$ cat src/logic/ssx_pkg.sv
package ssx_pkg;

   // ************************************************************
   // Shift timing
   // ************************************************************
   localparam int DIV_RATIO = 12;
   localparam int HALF_RATIO = DIV_RATIO / 2;
   localparam int FRAME_BITS = 8;

   // ************************************************************
   // Register map, byte addresses
   // ************************************************************
   localparam int ADDR_W = 12;
   localparam logic [ADDR_W-1:0] OFF_CTRL = 12'h000;
   localparam logic [ADDR_W-1:0] OFF_BUF = 12'h004;
   localparam logic [ADDR_W-1:0] OFF_STAT = 12'h008;
   localparam logic [ADDR_W-1:0] OFF_MASK = 12'h00c;

   // ************************************************************
   // Control fields
   // ************************************************************
   localparam int CTRL_RI_BIT = 0;
   localparam int CTRL_TI_BIT = 1;
   localparam int CTRL_REN_BIT = 4;
   localparam int CTRL_MODE_LSB = 6;
   localparam int MODE_W = 2;
   localparam logic [MODE_W-1:0] MODE_SYNC = 2'h0;
   localparam logic [MODE_W-1:0] MODE_RST = 2'h0;

   // ************************************************************
   // Interrupt fields
   // ************************************************************
   localparam int IRQ_W = 2;
   localparam int IRQ_RX_BIT = 0;
   localparam int IRQ_TX_BIT = 1;
   localparam logic [IRQ_W-1:0] MASK_RST = 2'h0;

   typedef enum logic [1:0] {
      SSX_IDLE,
      SSX_TX,
      SSX_RX
   } ssx_state_e;

endpackage

$ cat src/logic/ssx_sync3.sv
`timescale 1ns/1ps
module ssx_sync3 (
   input wire logic mclk_i,
   input wire logic rst_i,
   input wire logic async_i,
   output logic sync_o
);

   logic ff1;
   logic ff2;
   logic ff3;

   always_ff @(posedge mclk_i or posedge rst_i) begin
      if (rst_i) begin
         ff1 <= 1'b0;
         ff2 <= 1'b0;
         ff3 <= 1'b0;
      end else begin
         ff1 <= async_i;
         ff2 <= ff1;
         ff3 <= ff2;
      end
   end

   // Change accepted only once the last two stages agree
   always_ff @(posedge mclk_i or posedge rst_i) begin
      if (rst_i) begin
         sync_o <= 1'b0;
      end else if (ff2 == ff3) begin
         sync_o <= ff3;
      end
   end

endmodule

$ cat src/logic/ssx_expander.sv
// Functional notes
// Shift bit rate is clock divided by twelve
// Data pin carries both directions of data
// Shift clock is driven on clock pin
// Eight bits per transfer, LSB first
// Control write with receive enable starts reception
// Receive done flag set; software clears it
// Buffer write starts transmit; done flag set
// Expander latches inputs while load low
// Expander shifts only when enabled by load
// No new transfer while a done flag set
//
// The implementer's own choices: the address map and the APB interface to the registers.
`timescale 1ns/1ps
module ssx_expander #(
   parameter int DIV_RATIO = ssx_pkg::DIV_RATIO,
   parameter int FRAME_BITS = ssx_pkg::FRAME_BITS
) (
   input wire logic mclk_i,
   input wire logic rst_i,
   input wire logic psel_i,
   input wire logic penable_i,
   input wire logic pwrite_i,
   input wire logic [ssx_pkg::ADDR_W-1:0] paddr_i,
   input wire logic [31:0] pwdata_i,
   output logic [31:0] prdata_o,
   output logic pready_o,
   output logic pslverr_o,
   output logic irq_o,
   output logic shift_clk_o,
   output logic data_o,
   output logic data_oe_n_o,
   input wire logic data_i
);

   localparam int HALF = DIV_RATIO / 2;
   localparam int CW = $clog2(DIV_RATIO);
   localparam int BW = $clog2(FRAME_BITS);
   localparam int FRAME_CYC = DIV_RATIO * FRAME_BITS;
   // ************************************************************
   // Registers and state
   // ************************************************************
   ssx_pkg::ssx_state_e state;
   logic [CW-1:0] div_cnt;
   logic [BW-1:0] bit_cnt;
   logic [FRAME_BITS-1:0] shreg;
   logic [FRAME_BITS-1:0] rx_data;
   logic [ssx_pkg::MODE_W-1:0] mode;
   logic rx_enable;
   logic receive_done_flag;
   logic transmit_done_flag;
   logic rx_done_p;
   logic tx_done_p;
   logic [ssx_pkg::IRQ_W-1:0] irq_stat;
   logic [ssx_pkg::IRQ_W-1:0] irq_mask;
   logic [ssx_pkg::IRQ_W-1:0] irq_ev;
   logic data_in_sync;

   ssx_sync3 u_sync (
      .mclk_i(mclk_i),
      .rst_i(rst_i),
      .async_i(data_i),
      .sync_o(data_in_sync)
   );

   // ************************************************************
   // APB decode
   // ************************************************************
   logic acc_first;
   logic wr_fire;
   logic ctrl_wr;
   logic buf_wr;
   logic stat_wr;
   logic mask_wr;
   logic mapped;
   logic idle_ok;
   logic rx_start;
   logic tx_start;
   logic [ssx_pkg::MODE_W-1:0] wmode;
   logic [31:0] next_rdata;

   // Ready registered: every access takes one wait state
   assign acc_first = psel_i & penable_i & ~pready_o;
   assign wr_fire = psel_i & penable_i & pready_o & pwrite_i;
   assign ctrl_wr = wr_fire & (paddr_i == ssx_pkg::OFF_CTRL);
   assign buf_wr = wr_fire & (paddr_i == ssx_pkg::OFF_BUF);
   assign stat_wr = wr_fire & (paddr_i == ssx_pkg::OFF_STAT);
   assign mask_wr = wr_fire & (paddr_i == ssx_pkg::OFF_MASK);
   assign mapped = (paddr_i == ssx_pkg::OFF_CTRL) |
                   (paddr_i == ssx_pkg::OFF_BUF) |
                   (paddr_i == ssx_pkg::OFF_STAT) |
                   (paddr_i == ssx_pkg::OFF_MASK);
   assign wmode = pwdata_i[ssx_pkg::CTRL_MODE_LSB +: ssx_pkg::MODE_W];

   // Done pulse cycle counts as busy so the flag cannot be raced
   assign idle_ok = (state == ssx_pkg::SSX_IDLE) & ~rx_done_p &
                    ~tx_done_p;
   // Start only if this same write leaves both flags clear
   assign rx_start = ctrl_wr & idle_ok & (wmode == ssx_pkg::MODE_SYNC) &
                     pwdata_i[ssx_pkg::CTRL_REN_BIT] &
                     ~pwdata_i[ssx_pkg::CTRL_RI_BIT] &
                     ~pwdata_i[ssx_pkg::CTRL_TI_BIT];
   assign tx_start = buf_wr & idle_ok & (mode == ssx_pkg::MODE_SYNC) &
                     ~receive_done_flag &
                     ~transmit_done_flag;

   always_comb begin
      next_rdata = 32'h0000_0000;
      unique case (paddr_i)
         ssx_pkg::OFF_CTRL: begin
            next_rdata[ssx_pkg::CTRL_MODE_LSB +: ssx_pkg::MODE_W] = mode;
            next_rdata[ssx_pkg::CTRL_REN_BIT] = rx_enable;
            next_rdata[ssx_pkg::CTRL_TI_BIT] = transmit_done_flag;
            next_rdata[ssx_pkg::CTRL_RI_BIT] = receive_done_flag;
         end
         ssx_pkg::OFF_BUF: next_rdata[FRAME_BITS-1:0] = rx_data;
         ssx_pkg::OFF_STAT: next_rdata[ssx_pkg::IRQ_W-1:0] = irq_stat;
         ssx_pkg::OFF_MASK: next_rdata[ssx_pkg::IRQ_W-1:0] = irq_mask;
         default: next_rdata = 32'h0000_0000;
      endcase
   end

   always_ff @(posedge mclk_i or posedge rst_i) begin
      if (rst_i) begin
         pready_o <= 1'b0;
         prdata_o <= 32'h0000_0000;
         pslverr_o <= 1'b0;
      end else begin
         pready_o <= acc_first;
         if (acc_first) begin
            prdata_o <= pwrite_i ? 32'h0000_0000 : next_rdata;
            pslverr_o <= ~mapped;
         end else begin
            pslverr_o <= 1'b0;
         end
      end
   end

   // ************************************************************
   // Control register and done flags
   // ************************************************************
   always_ff @(posedge mclk_i or posedge rst_i) begin
      if (rst_i) begin
         mode <= ssx_pkg::MODE_RST;
         rx_enable <= 1'b0;
      end else if (ctrl_wr) begin
         mode <= wmode;
         rx_enable <= pwdata_i[ssx_pkg::CTRL_REN_BIT];
      end
   end

   // Hardware set wins over a software clear in the same cycle
   always_ff @(posedge mclk_i or posedge rst_i) begin
      if (rst_i) begin
         receive_done_flag <= 1'b0;
         transmit_done_flag <= 1'b0;
      end else begin
         if (rx_done_p) begin
            receive_done_flag <= 1'b1;
         end else if (ctrl_wr) begin
            receive_done_flag <= pwdata_i[ssx_pkg::CTRL_RI_BIT];
         end
         if (tx_done_p) begin
            transmit_done_flag <= 1'b1;
         end else if (ctrl_wr) begin
            transmit_done_flag <= pwdata_i[ssx_pkg::CTRL_TI_BIT];
         end
      end
   end

   // ************************************************************
   // Interrupt status and mask
   // ************************************************************
   assign irq_ev[ssx_pkg::IRQ_RX_BIT] = rx_done_p;
   assign irq_ev[ssx_pkg::IRQ_TX_BIT] = tx_done_p;

   genvar gi;
   generate
      for (gi = 0; gi < ssx_pkg::IRQ_W; gi++) begin : g_irq
         always_ff @(posedge mclk_i or posedge rst_i) begin
            if (rst_i) begin
               irq_stat[gi] <= 1'b0;
            end else if (irq_ev[gi]) begin
               irq_stat[gi] <= 1'b1;
            end else if (stat_wr & pwdata_i[gi]) begin
               irq_stat[gi] <= 1'b0;
            end
         end
      end
   endgenerate

   always_ff @(posedge mclk_i or posedge rst_i) begin
      if (rst_i) begin
         irq_mask <= ssx_pkg::MASK_RST;
      end else if (mask_wr) begin
         irq_mask <= pwdata_i[ssx_pkg::IRQ_W-1:0];
      end
   end

   always_ff @(posedge mclk_i or posedge rst_i) begin
      if (rst_i) begin
         irq_o <= 1'b0;
      end else begin
         irq_o <= |(irq_stat & irq_mask);
      end
   end

   // ************************************************************
   // Shift engine
   // ************************************************************
   logic bit_mid;
   logic bit_end;
   logic last_bit;

   assign bit_mid = (div_cnt == CW'(HALF - 1));
   assign bit_end = (div_cnt == CW'(DIV_RATIO - 1));
   assign last_bit = (bit_cnt == BW'(FRAME_BITS - 1));

   // Clock low first half of each bit, high second half;
   // the expander shifts on the rising edge
   always_ff @(posedge mclk_i or posedge rst_i) begin
      if (rst_i) begin
         state <= ssx_pkg::SSX_IDLE;
         div_cnt <= '0;
         bit_cnt <= '0;
         shreg <= '0;
         rx_data <= '0;
         shift_clk_o <= 1'b1;
         data_o <= 1'b0;
         data_oe_n_o <= 1'b1;
         rx_done_p <= 1'b0;
         tx_done_p <= 1'b0;
      end else begin
         rx_done_p <= 1'b0;
         tx_done_p <= 1'b0;
         unique case (state)
            ssx_pkg::SSX_IDLE: begin
               shift_clk_o <= 1'b1;
               data_oe_n_o <= 1'b1;
               div_cnt <= '0;
               bit_cnt <= '0;
               if (tx_start) begin
                  state <= ssx_pkg::SSX_TX;
                  shreg <= pwdata_i[FRAME_BITS-1:0];
                  data_o <= pwdata_i[0];
                  data_oe_n_o <= 1'b0;
                  shift_clk_o <= 1'b0;
               end else if (rx_start) begin
                  state <= ssx_pkg::SSX_RX;
                  data_o <= 1'b0;
                  shift_clk_o <= 1'b0;
               end
            end
            default: begin
               div_cnt <= div_cnt + CW'(1);
               if (bit_mid) begin
                  shift_clk_o <= 1'b1;
                  // Synchroniser delay keeps the sample inside the
                  // low half, before the expander moves its output
                  if (state == ssx_pkg::SSX_RX) begin
                     shreg <= {data_in_sync,
                               shreg[FRAME_BITS-1:1]};
                  end
               end
               if (bit_end) begin
                  div_cnt <= '0;
                  if (last_bit) begin
                     state <= ssx_pkg::SSX_IDLE;
                     data_oe_n_o <= 1'b1;
                     if (state == ssx_pkg::SSX_RX) begin
                        rx_data <= shreg;
                        rx_done_p <= 1'b1;
                     end else begin
                        tx_done_p <= 1'b1;
                     end
                  end else begin
                     bit_cnt <= bit_cnt + BW'(1);
                     shift_clk_o <= 1'b0;
                     if (state == ssx_pkg::SSX_TX) begin
                        shreg <= {1'b0, shreg[FRAME_BITS-1:1]};
                        data_o <= shreg[1];
                     end
                  end
               end
            end
         endcase
      end
   end

   logic [BW:0] rise_cnt;
   logic clk_q;

   always_ff @(posedge mclk_i or posedge rst_i) begin
      if (rst_i) begin
         rise_cnt <= '0;
         clk_q <= 1'b1;
      end else begin
         clk_q <= shift_clk_o;
         if (tx_start | rx_start) begin
            rise_cnt <= '0;
         end else if (shift_clk_o & ~clk_q) begin
            rise_cnt <= rise_cnt + (BW+1)'(1);
         end
      end
   end
endmodule

$ cat config.mk
export PLATFORM = sky130hd
export DESIGN_NAME = ssx_expander
export DESIGN_NICKNAME = d
export VERILOG_FILES = /design/src/logic/ssx_pkg.sv /design/src/logic/ssx_sync3.sv /design/src/logic/ssx_expander.sv
export SDC_FILE = /design/constraint.sdc
export NUM_CORES = 1
export LEC_CHECK = 0
export BUFFER_PORTS_ARGS = -buffer_cell sky130_fd_sc_hd__buf_2
export CAP_MARGIN = 20
export CORE_MARGIN = 2
export CORE_UTILIZATION = 30
export CTS_BUF_LIST = sky130_fd_sc_hd__clkbuf_4 sky130_fd_sc_hd__clkbuf_8
export CTS_CLUSTER_SIZE = 40
export DETAILED_ROUTE_END_ITERATION = 8
export PLACE_DENSITY = 0.52
export RECOVER_POWER = 25
export SLEW_MARGIN = 20
export SYNTH_ARGS = -nofsm -noshare
export SYNTH_HDL_FRONTEND = slang
export SYNTH_HIERARCHICAL = 1
export SYNTH_SLANG_ARGS = --single-unit
$ cat constraint.sdc
create_clock -name mclk_i -period 2.3 [get_ports mclk_i]
set_input_delay 0.46 -clock mclk_i [delete_from_list [all_inputs] [get_ports mclk_i]]
set_output_delay 0.46 -clock mclk_i [all_outputs]
set_load 0.005 [all_outputs]
==> results.sh, run 1 <==
export IMPL_drive_gt1_share_pct=29.89
export IMPL_synth_area_top_cells="dfrtp_1 (50%), buf_4 (7.2%), mux2_2 (5.6%)"
export IMPL_pre_cts_slack_ns=0.06379
export IMPL_synth_area_um2=2597
export IMPL_antenna_found_initial=0
export IMPL_initial_core_util_pct=31.30
export IMPL_grt_use_total_pct=11.31
export IMPL_io_pins=88
export IMPL_clock_latency_ns=0.32
export IMPL_ys_ff_latch=54
export IMPL_drc=0
export IMPL_fmax_ghz=0.5197
export IMPL_via_count=1765
export IMPL_drv_cap=0
export IMPL_port_buffer_count=39
export IMPL_grt_overflow=0
export IMPL_hold_buffers=0
export IMPL_globalplace_congestion=0.7258
export IMPL_numCtsBuffers=5
export IMPL_final_core_util_pct=35.93
export IMPL_cts_sinks=54
export IMPL_clockRootBuffer="clkbuf_8"
export IMPL_grt_first_pass_wirelength_um=8707
export IMPL_n_fill_cell=862
export IMPL_post_cts_buffers=0
export IMPL_status="completed"
export IMPL_synth_ff_type="dfrtp_1"
export IMPL_wl_um=5197
export IMPL_synth_cell_type_count=47
export IMPL_vias_per_cell=4.573
export IMPL_diodes=0
export IMPL_dp_hpwl_um=3967
export IMPL_worstSetupPathType="flip-flop to flip-flop"
export IMPL_ys_seq_area_share_pct=52.12
export IMPL_powerDensity_nw_per_um2=540.7
export IMPL_areaGrowthSynthToFinish_pct=14.79
export IMPL_synth_top_area_share_pct=50.10
export IMPL_synth_warnings=6
export IMPL_setup_tns_ns=0
export IMPL_critical_path_arrival_ns=2.17
export IMPL_tightest_slew_ns=0.9057
export IMPL_fin_crit_ns=1.924
export IMPL_clk_pin_slew_worst_paths_ns=0.10
export IMPL_max_slew_margin_pct=39.55
export IMPL_yosys_area_top_type="dfrtp_1"
export IMPL_coreArea_um2=8299
export IMPL_rsz0062_at_grt="false"
export IMPL_start_kind="flip-flop"
export IMPL_drt_iter0_markers=58
export IMPL_htreeDepth=2
export IMPL_die_h_um=97.05
export IMPL_clock_skew_ns=0.01598
export IMPL_syn_inst=229
export IMPL_min_period_over_period_pct=83.65
export IMPL_worst_path_max_fanout=7
export IMPL_grt_max_degree=25
export IMPL_final_nets=334
export IMPL_placementRows=33
export IMPL_synth_most_common_cell="dfrtp_1"
export IMPL_cp_required_ns=2.55
export IMPL_power_leakage_uw=0.001511
export IMPL_synth_edff_count=0
export IMPL_hold_class="primary input to async pin"
export IMPL_synthTopCellsByCount="dfrtp_1 (52), buf_4 (25), nand2_1 (16)"
export IMPL_die_area_um2=9419
export IMPL_worst_slack_ns=0.3760
export IMPL_avgRoutedWirePerCell_um=13.46
export IMPL_final_hold_viol_count=0
export IMPL_cts_buffer_depth=2
export IMPL_die_w_um=97.05
export IMPL_setup_viol=0
export IMPL_async_flop_share_pct=100.0
export IMPL_firstDrtPassIters=4
export IMPL_drtAntennaViolNets=0
export IMPL_maxSlewViolCount=0
export IMPL_cts_tree="built"
export IMPL_grt_pass1_vias=1740
export IMPL_cp_end_kind="flip-flop"
export IMPL_postCtsResizedCells=0
export IMPL_vdd_drop_max_uv=222.0
export IMPL_syn_avg_cell_area_um2=11.34
==> worst max-delay path, cell delays in order, from the launching register on <==
cell and delay [ns]:
dfrtp_1 0.46, nor2_1 0.17, nand2_1 0.16, or4_1 0.71
nand2b_4 0.18, o221a_1 0.19
==> flip-flops by register name, summed over array words and instances, names as in the netlist, 2 cells and up <==
name and count:
bit_cnt 3, div_cnt 4, irq_mask 2, irq_stat 2
mode 2, prdata_o 8, rx_data 8, shreg 8
state 2
==> per-layer routing <==
layer | vias to the layer above | GRT usage (%) | routed length [um]
met5 | - | 0 | 0
met4 | 0 | 2.600 | 38
met3 | 4 | 2.590 | 305
met2 | 56 | 17.31 | 2324
met1 | 842 | 16.38 | 2528
li1 | 863 | - | -
==> final timing paths <==
check	slack, ns	from	depth (start not counted)	end
setup / recovery	0.38	state[0]	5	shreg[2]
hold / removal	0.005	rst_i	2	u_sync/ff1
setup reg to reg	0.38	state[0]	5	shreg[2]
hold reg to reg	0.37	u_sync/ff1	0	u_sync/ff2
max in group asynchronous	1.23	rst_i	3	state[1]
min in group mclk_i	0.25	data_i	1	u_sync/ff1
==> through the flow <==
| step | power (uW) | instance area [um2] | hold WS (ns) | std cells |
|---|---|---|---|---|
| 3_3_place_gp | 1067 | 2888 | 0.3330 | 378 |
| 4_1_cts | 1638 | 2983 | 0.02340 | 386 |
| 6_report | 1612 | 2982 | 0.004789 | 386 |
| 3_5_place_dp | 1068 | 2888 | 0.3418 | 378 |
| 5_1_grt | 1685 | 2982 | 0.01120 | 386 |
| 2_1_floorplan | 1048 | 2684 | 0.2261 | 252 |
==> where the power goes <==
group          internal [uW]  switching [uW]
registers                955            2.82
logic                   30.7            58.8
clock network            225             340
total                   1210             401
==> logic make-up after synthesis <==
family / synth area share [%]
multiplexers: 9.297
XOR/XNOR: 0.3372
other: 0.1444
AO/OA/AOI/OAI: 11.75
AND/OR/NAND/NOR: 14.21
buffers and inverters: 9.779
flip-flops: 52.12
adder cells (fa/ha/maj): 2.360
==> placed cells by master (no fill, tap or decap), types with 3 or more instances in the layout <==
cell type	Yosys	final
nor4_1	4	4
buf_4	25	11
a31oi_1	3	3
a21oi_1	5	5
a2bb2oi_1	3	3
mux2_2	13	13
nand3b_1	3	3
clkbuf_8	0	5
mux2i_1	5	5
o21ai_0	13	13
dfrtp_1	52	52
buf_2	2	38
nor3_1	4	4
a32o_1	3	3
a22oi_1	4	4
nand2_1	16	16
conb_1	1	24
nor2_1	15	15
nor2b_1	3	3
ha_1	4	4
inv_1	13	13
==> final cells by class <==
class | instances | area, um2 | share of cell area (%)
clock inverter | 3 | 26.28 | 0.8812
inverter | 13 | 48.80 | 1.637
multi-input combinational | 156 | 1076 | 36.09
timing repair buffer | 50 | 276.5 | 9.274
tap | 105 | 131.4 | 4.406
clock buffer | 5 | 68.82 | 2.308
sequential | 54 | 1354 | 45.40
(Power assumes the default switching activity.)
==> run 2: changes to the inputs <==
clock period = 1.95 ns   (was 2.3 ns; I/O delays follow)
==> run 2 against run 1 <==
Net effect: non-clock buffer count grew 14; combinational power grew 23%; clock-buffer cell count is the same; first-iteration DRC count grew 47%; setup slack lost 0.27 ns; critical path depth grew 1; flip-flop and latch count is the same; via count grew 4.1%; die area is the same; global-route usage grew 1.1 points.
==> results.sh, run 2 (synthesized netlist as in run 1, its figures left out) <==
export IMPL_status="completed"
export IMPL_worst_path_max_fanout=7
export IMPL_dp_hpwl_um=4123
export IMPL_drtAntennaViolNets=0
export IMPL_initial_core_util_pct=31.30
export IMPL_antenna_found_initial=0
export IMPL_worst_slack_ns=0.1065
export IMPL_areaGrowthSynthToFinish_pct=18.88
export IMPL_dpl_cell_count=391
export IMPL_placed_area_um2=2998
export IMPL_p_seq_share_pct=58.7
export IMPL_vdd_drop_max_uv=386.9
export IMPL_final_common_cell="dfrtp_1"
export IMPL_min_period_over_period_pct=94.54
export IMPL_coreArea_um2=8299
export IMPL_fmax_ghz=0.5424
export IMPL_diodes=0
export IMPL_clockRootBuffer="clkbuf_8"
export IMPL_grt_max_degree=51
export IMPL_final_hold_viol_count=0
export IMPL_drc=0
export IMPL_path_cells="ha_1 -> and2b_1 -> nor3b_2 -> a31o_2 -> nand2b_4 -> o221a_1"
export IMPL_power_share_clock_pct=35.6
export IMPL_globalplace_congestion=0.7287
export IMPL_numCtsBuffers=5
export IMPL_top_regs="prdata_o (8), rx_data (8), shreg (8)"
export IMPL_worstSetupPathType="flip-flop to flip-flop"
export IMPL_start_kind="flip-flop"
export IMPL_port_buffer_count=39
export IMPL_avgRoutedWirePerCell_um=13.81
export IMPL_wl_um=5522
export IMPL_cts_buffer_depth=2
export IMPL_p_switching_uw=491.1
export IMPL_setup_viol=0
export IMPL_drt_iter0_markers=85
export IMPL_pwr_share_comb_pct=5.7
export IMPL_grt_use_total_pct=12.44
export IMPL_powerDensity_nw_per_um2=623.7
export IMPL_reg2reg_slack_ns=0.11
export IMPL_placementRows=33
export IMPL_clk_pin_slew_worst_paths_ns=0.10
export IMPL_fin_crit_ns=1.844
export IMPL_hold_buffers=1
export IMPL_critPathTopFamily="simple AND/OR/NAND/NOR gates"
export IMPL_clock_latency_ns=0.32
export IMPL_final_nets=348
export IMPL_critical_path_arrival_ns=2.05
export IMPL_htreeDepth=2
export IMPL_cp_required_ns=2.15
export IMPL_die_w_um=97.05
export IMPL_post_cts_buffers=0
export IMPL_grt_pass1_vias=1853
export IMPL_drive_gt1_share_pct=32.54
export IMPL_vias_per_cell=4.595
export IMPL_p_sw_share_pct=25.50
export IMPL_power_leakage_uw=0.001570
export IMPL_maxSlewViolCount=0
export IMPL_postCtsResizedCells=0
export IMPL_p_int_uw=1435
export IMPL_final_cell_mix="dfrtp_1 (52), buf_2 (39), conb_1 (24), buf_4 (23), nand2_1 (16)"
export IMPL_hold_slack_ns=0.1769
export IMPL_slowest_delay_ns=0.43
export IMPL_tightest_slew_ns=1.154
export IMPL_cts_sinks=54
export IMPL_max_slew_margin_pct=23.04
export IMPL_drv_cap=0
export IMPL_n_fill_cell=847
export IMPL_io_pins=88
export IMPL_slowest_stage="dfrtp_1"
export IMPL_grt_overflow=0
export IMPL_via_count=1838
export IMPL_cp_end_kind="flip-flop"
export IMPL_cts_tree="built"
export IMPL_grt_first_pass_wirelength_um=9453
export IMPL_instances_no_fill=400
export IMPL_hold_class="primary input to flip-flop"
export IMPL_fin_area_um2=3088
export IMPL_rsz0062_at_grt="false"
export IMPL_die_area_um2=9419
export IMPL_total_power_uw=1926
export IMPL_path_buf_inv=0
export IMPL_die_h_um=97.05
export IMPL_firstDrtPassIters=4
export IMPL_clock_skew_ns=0.01473
export IMPL_pre_cts_slack_ns=-0.1555
run 2: routing by layer:
layer | vias up | global-route usage [%] | routed length (um)
li1 | 894 | - | -
met1 | 871 | 17.24 | 2648
met2 | 62 | 19.34 | 2458
met3 | 11 | 2.662 | 305
met4 | 0 | 4.334 | 110
met5 | - | 0 | 0
run 2: final cells by class:
type                    count  area [um2]  area share (%)
clock inverters             3       28.78          0.9319
repair buffers             64       381.6           12.36
inverters                  13       48.80           1.580
well taps                 105       131.4           4.254
flip-flops and latches     54        1354           43.84
clock buffers               5       68.82           2.229
multi-input cells         156        1075           34.81
run 2: worst paths after layout:
kind                       depth (start not counted)        from                 to
setup / recovery                                   6  div_cnt[0]           shreg[2]
hold / removal                                     1      data_i         u_sync/ff1
setup reg to reg                                   6  div_cnt[0]           shreg[2]
hold reg to reg                                    0  u_sync/ff1         u_sync/ff2
max in group asynchronous                          4       rst_i  receive_done_flag
min in group asynchronous                          3       rst_i         u_sync/ff2
run 2: power groups by stage:
stage | clock (uW) | sequential, uW | combinational [uW]
detailed placement | 0 | 1150 | 116
global placement | 0 | 1150 | 114
CTS | 718 | 1130 | 118
global route | 759 | 1130 | 124
floorplan | 0 | 1150 | 84.7
finish | 686 | 1130 | 110
run 2: through the flow:
step | setup TNS (ns) | util (%)
after global routing | 0 | 37.21
after detailed placement | -1.589 | 36.12
final | 0 | 37.21
after floorplan | 0 | -
after CTS | 0 | 37.42
after global placement | -1.762 | 36.12
==> run 3: changes to the inputs <==
BUFFER_PORTS_ARGS = default   (was -buffer_cell sky130_fd_sc_hd__buf_2)
DONT_BUFFER_PORTS = 1   (was default)
PLACE_DENSITY = 0.44   (was 0.52)
==> run 3 against run 2 <==
Net effect: final area down 7.0%; power down 4.3%; setup slack better by 0.048 ns; sequential share of layout area up 3.3 points; clock-buffer cell count unchanged; critical path type unchanged; critical endpoint is now shreg[1]; largest power group unchanged; highest routed layer unchanged.
==> results.sh, run 3 (synthesized netlist as in run 1, its figures left out) <==
export IMPL_placed_area_um2=2793
export IMPL_die_area_um2=9419
export IMPL_clk_pin_slew_worst_paths_ns=0.09
export IMPL_reg2reg_depth=7
export IMPL_hold_end="u_sync/ff1"
export IMPL_r2r_end="shreg[1]"
export IMPL_rsz0062_at_grt="false"
export IMPL_grt_use_total_pct=11.91
export IMPL_final_cell_mix="dfrtp_1 (52), conb_1 (24), buf_4 (17), nand2_1 (16), nor2_1 (15)"
export IMPL_dpl_cell_count=349
export IMPL_fmax_ghz=0.5568
export IMPL_drt_iter0_markers=67
export IMPL_drv_cap=0
export IMPL_areaGrowthSynthToFinish_pct=10.55
export IMPL_status="completed"
export IMPL_vias_per_cell=4.648
export IMPL_crit_start="div_cnt[0]"
export IMPL_drive_gt1_share_pct=20.95
export IMPL_final_hold_viol_count=0
export IMPL_htreeDepth=2
export IMPL_grt_first_pass_wirelength_um=8901
export IMPL_io_pins=88
export IMPL_hp_start="data_i"
export IMPL_n_fill_cell=834
export IMPL_placementRows=33
export IMPL_drtAntennaViolNets=0
export IMPL_grt_overflow=0
export IMPL_fin_area_um2=2872
export IMPL_tightest_slew_ns=0.5642
export IMPL_r2r_start="div_cnt[0]"
export IMPL_wl_um=5379
export IMPL_clock_latency_ns=0.32
export IMPL_firstDrtPassIters=4
export IMPL_via_count=1664
export IMPL_worstHoldPathCells=0
export IMPL_grt_max_degree=22
export IMPL_die_h_um=97.05
export IMPL_cts_tree="built"
export IMPL_slowest_stage="dfrtp_1"
export IMPL_vdd_drop_max_uv=294.5
export IMPL_cp_required_ns=2.14
export IMPL_port_buffer_count=0
export IMPL_power_leakage_uw=0.001376
export IMPL_die_w_um=97.05
export IMPL_clockRootBuffer="clkbuf_8"
export IMPL_worst_path_max_fanout=5
export IMPL_hold_class="primary input to flip-flop"
export IMPL_globalplace_congestion=0.7204
export IMPL_cts_buffer_depth=2
export IMPL_setup_viol=0
export IMPL_final_nets=306
export IMPL_diodes=0
export IMPL_setup_tns_ns=0
export IMPL_maxSlewViolCount=0
export IMPL_post_cts_buffers=0
export IMPL_final_common_cell="dfrtp_1"
export IMPL_start_kind="flip-flop"
export IMPL_top_regs="prdata_o (8), rx_data (8), shreg (8)"
export IMPL_numCtsBuffers=5
export IMPL_initial_core_util_pct=31.30
export IMPL_path_cells="ha_1 -> and2b_1 -> nor3b_2 -> a31o_2 -> buf_4 -> a22oi_1 -> o21ai_0"
export IMPL_powerDensity_nw_per_um2=641.6
export IMPL_cts_sinks=54
export IMPL_total_power_uw=1842
export IMPL_grt_pass1_vias=1688
export IMPL_cp_end_kind="flip-flop"
export IMPL_clock_skew_ns=0.02300
export IMPL_coreArea_um2=8299
export IMPL_instances_no_fill=358
export IMPL_critical_path_arrival_ns=1.98
export IMPL_dp_hpwl_um=4154
export IMPL_fin_crit_ns=1.796
export IMPL_reg2reg_slack_ns=0.15
export IMPL_slowest_delay_ns=0.42
export IMPL_worstSetupPathType="flip-flop to flip-flop"
export IMPL_min_period_over_period_pct=92.09
export IMPL_drc=0
export IMPL_avgRoutedWirePerCell_um=15.03
export IMPL_antenna_found_initial=0
export IMPL_max_slew_margin_pct=62.35
## run 3: cell count changes in the layout (fill, tap and decap cells not counted)
cell / delta
buf_2: -39
buf_4: -6
clkinvlp_4: +2
buf_12: +1
clkbuf_1: +1
clkbuf_2: +1
clkinv_1: -1
clkinv_4: -1
inv_1: +1
inv_8: -1
## run 3: repair_timing
item | in CTS | in global routing
hold buffers | 1 | 0
endpoints found under the setup margin | 0 | 0
hold endpoints to repair | 15 | 0
resized for setup | 0 | 0
## run 3: per-stage QoR
| stage | util [%] | hold slack, ns | setup slack (ns) |
|---|---|---|---|
| 2_1_floorplan | - | 0.1561 | 0.1439 |
| 3_3_place_gp | 33.65 | 0.1672 | -0.07383 |
| 3_5_place_dp | 33.65 | 0.1706 | -0.02385 |
| 4_1_cts | 34.89 | 0.08873 | 0.1434 |
| 5_1_grt | 34.60 | 0.07818 | 0.02529 |
| 6_report | 34.60 | 0.1055 | 0.1542 |
## run 3: power breakdown
group	total, uW	leakage [uW]	internal, uW	switching, uW
combinational	62.5	0.000644	17.5	45.0
sequential	1130	0.000691	1130	3.61
clock	649	0.0000408	258	392
total	1840	0.00138	1400	440
## run 3: per-layer routing
layer	GRT usage [%]	routed length, um	vias up
met5	0	0	-
met4	3.250	59	0
met3	3.741	338	6
met2	17.84	2360	52
met1	16.71	2620	795
li1	-	-	811
## run 3: worst max-delay path, delay by kind of cell, from the launching register on
family,cells,cell delay (ns)
DFF,1,0.42
adders and majority gates,1,0.22
AOI/OAI and AO/OA,3,0.51
buffers and inverters,1,0.16
and+or+nand+nor,2,0.37
## run 3: cell type report
| type | instances | area, um2 | share of cell area (%) |
|---|---|---|---|
| Sequential cell | 54 | 1354 | 47.15 |
| Clock buffer | 5 | 68.82 | 2.397 |
| Multi-Input combinational cell | 156 | 1075 | 37.43 |
| Timing Repair Buffer | 22 | 170.2 | 5.926 |
| Tap cell | 105 | 131.4 | 4.575 |
| Clock inverter | 3 | 23.77 | 0.8279 |
| Inverter | 13 | 48.80 | 1.699 |
## run 3: worst max path at each step
stage,to,depth (start not counted)
6_report,shreg[1],7
4_1_cts,shreg[1],7
3_3_place_gp,irq_mask[1],6
5_1_grt,data_o,7
3_5_place_dp,irq_mask[0],6
2_1_floorplan,shreg[2],5
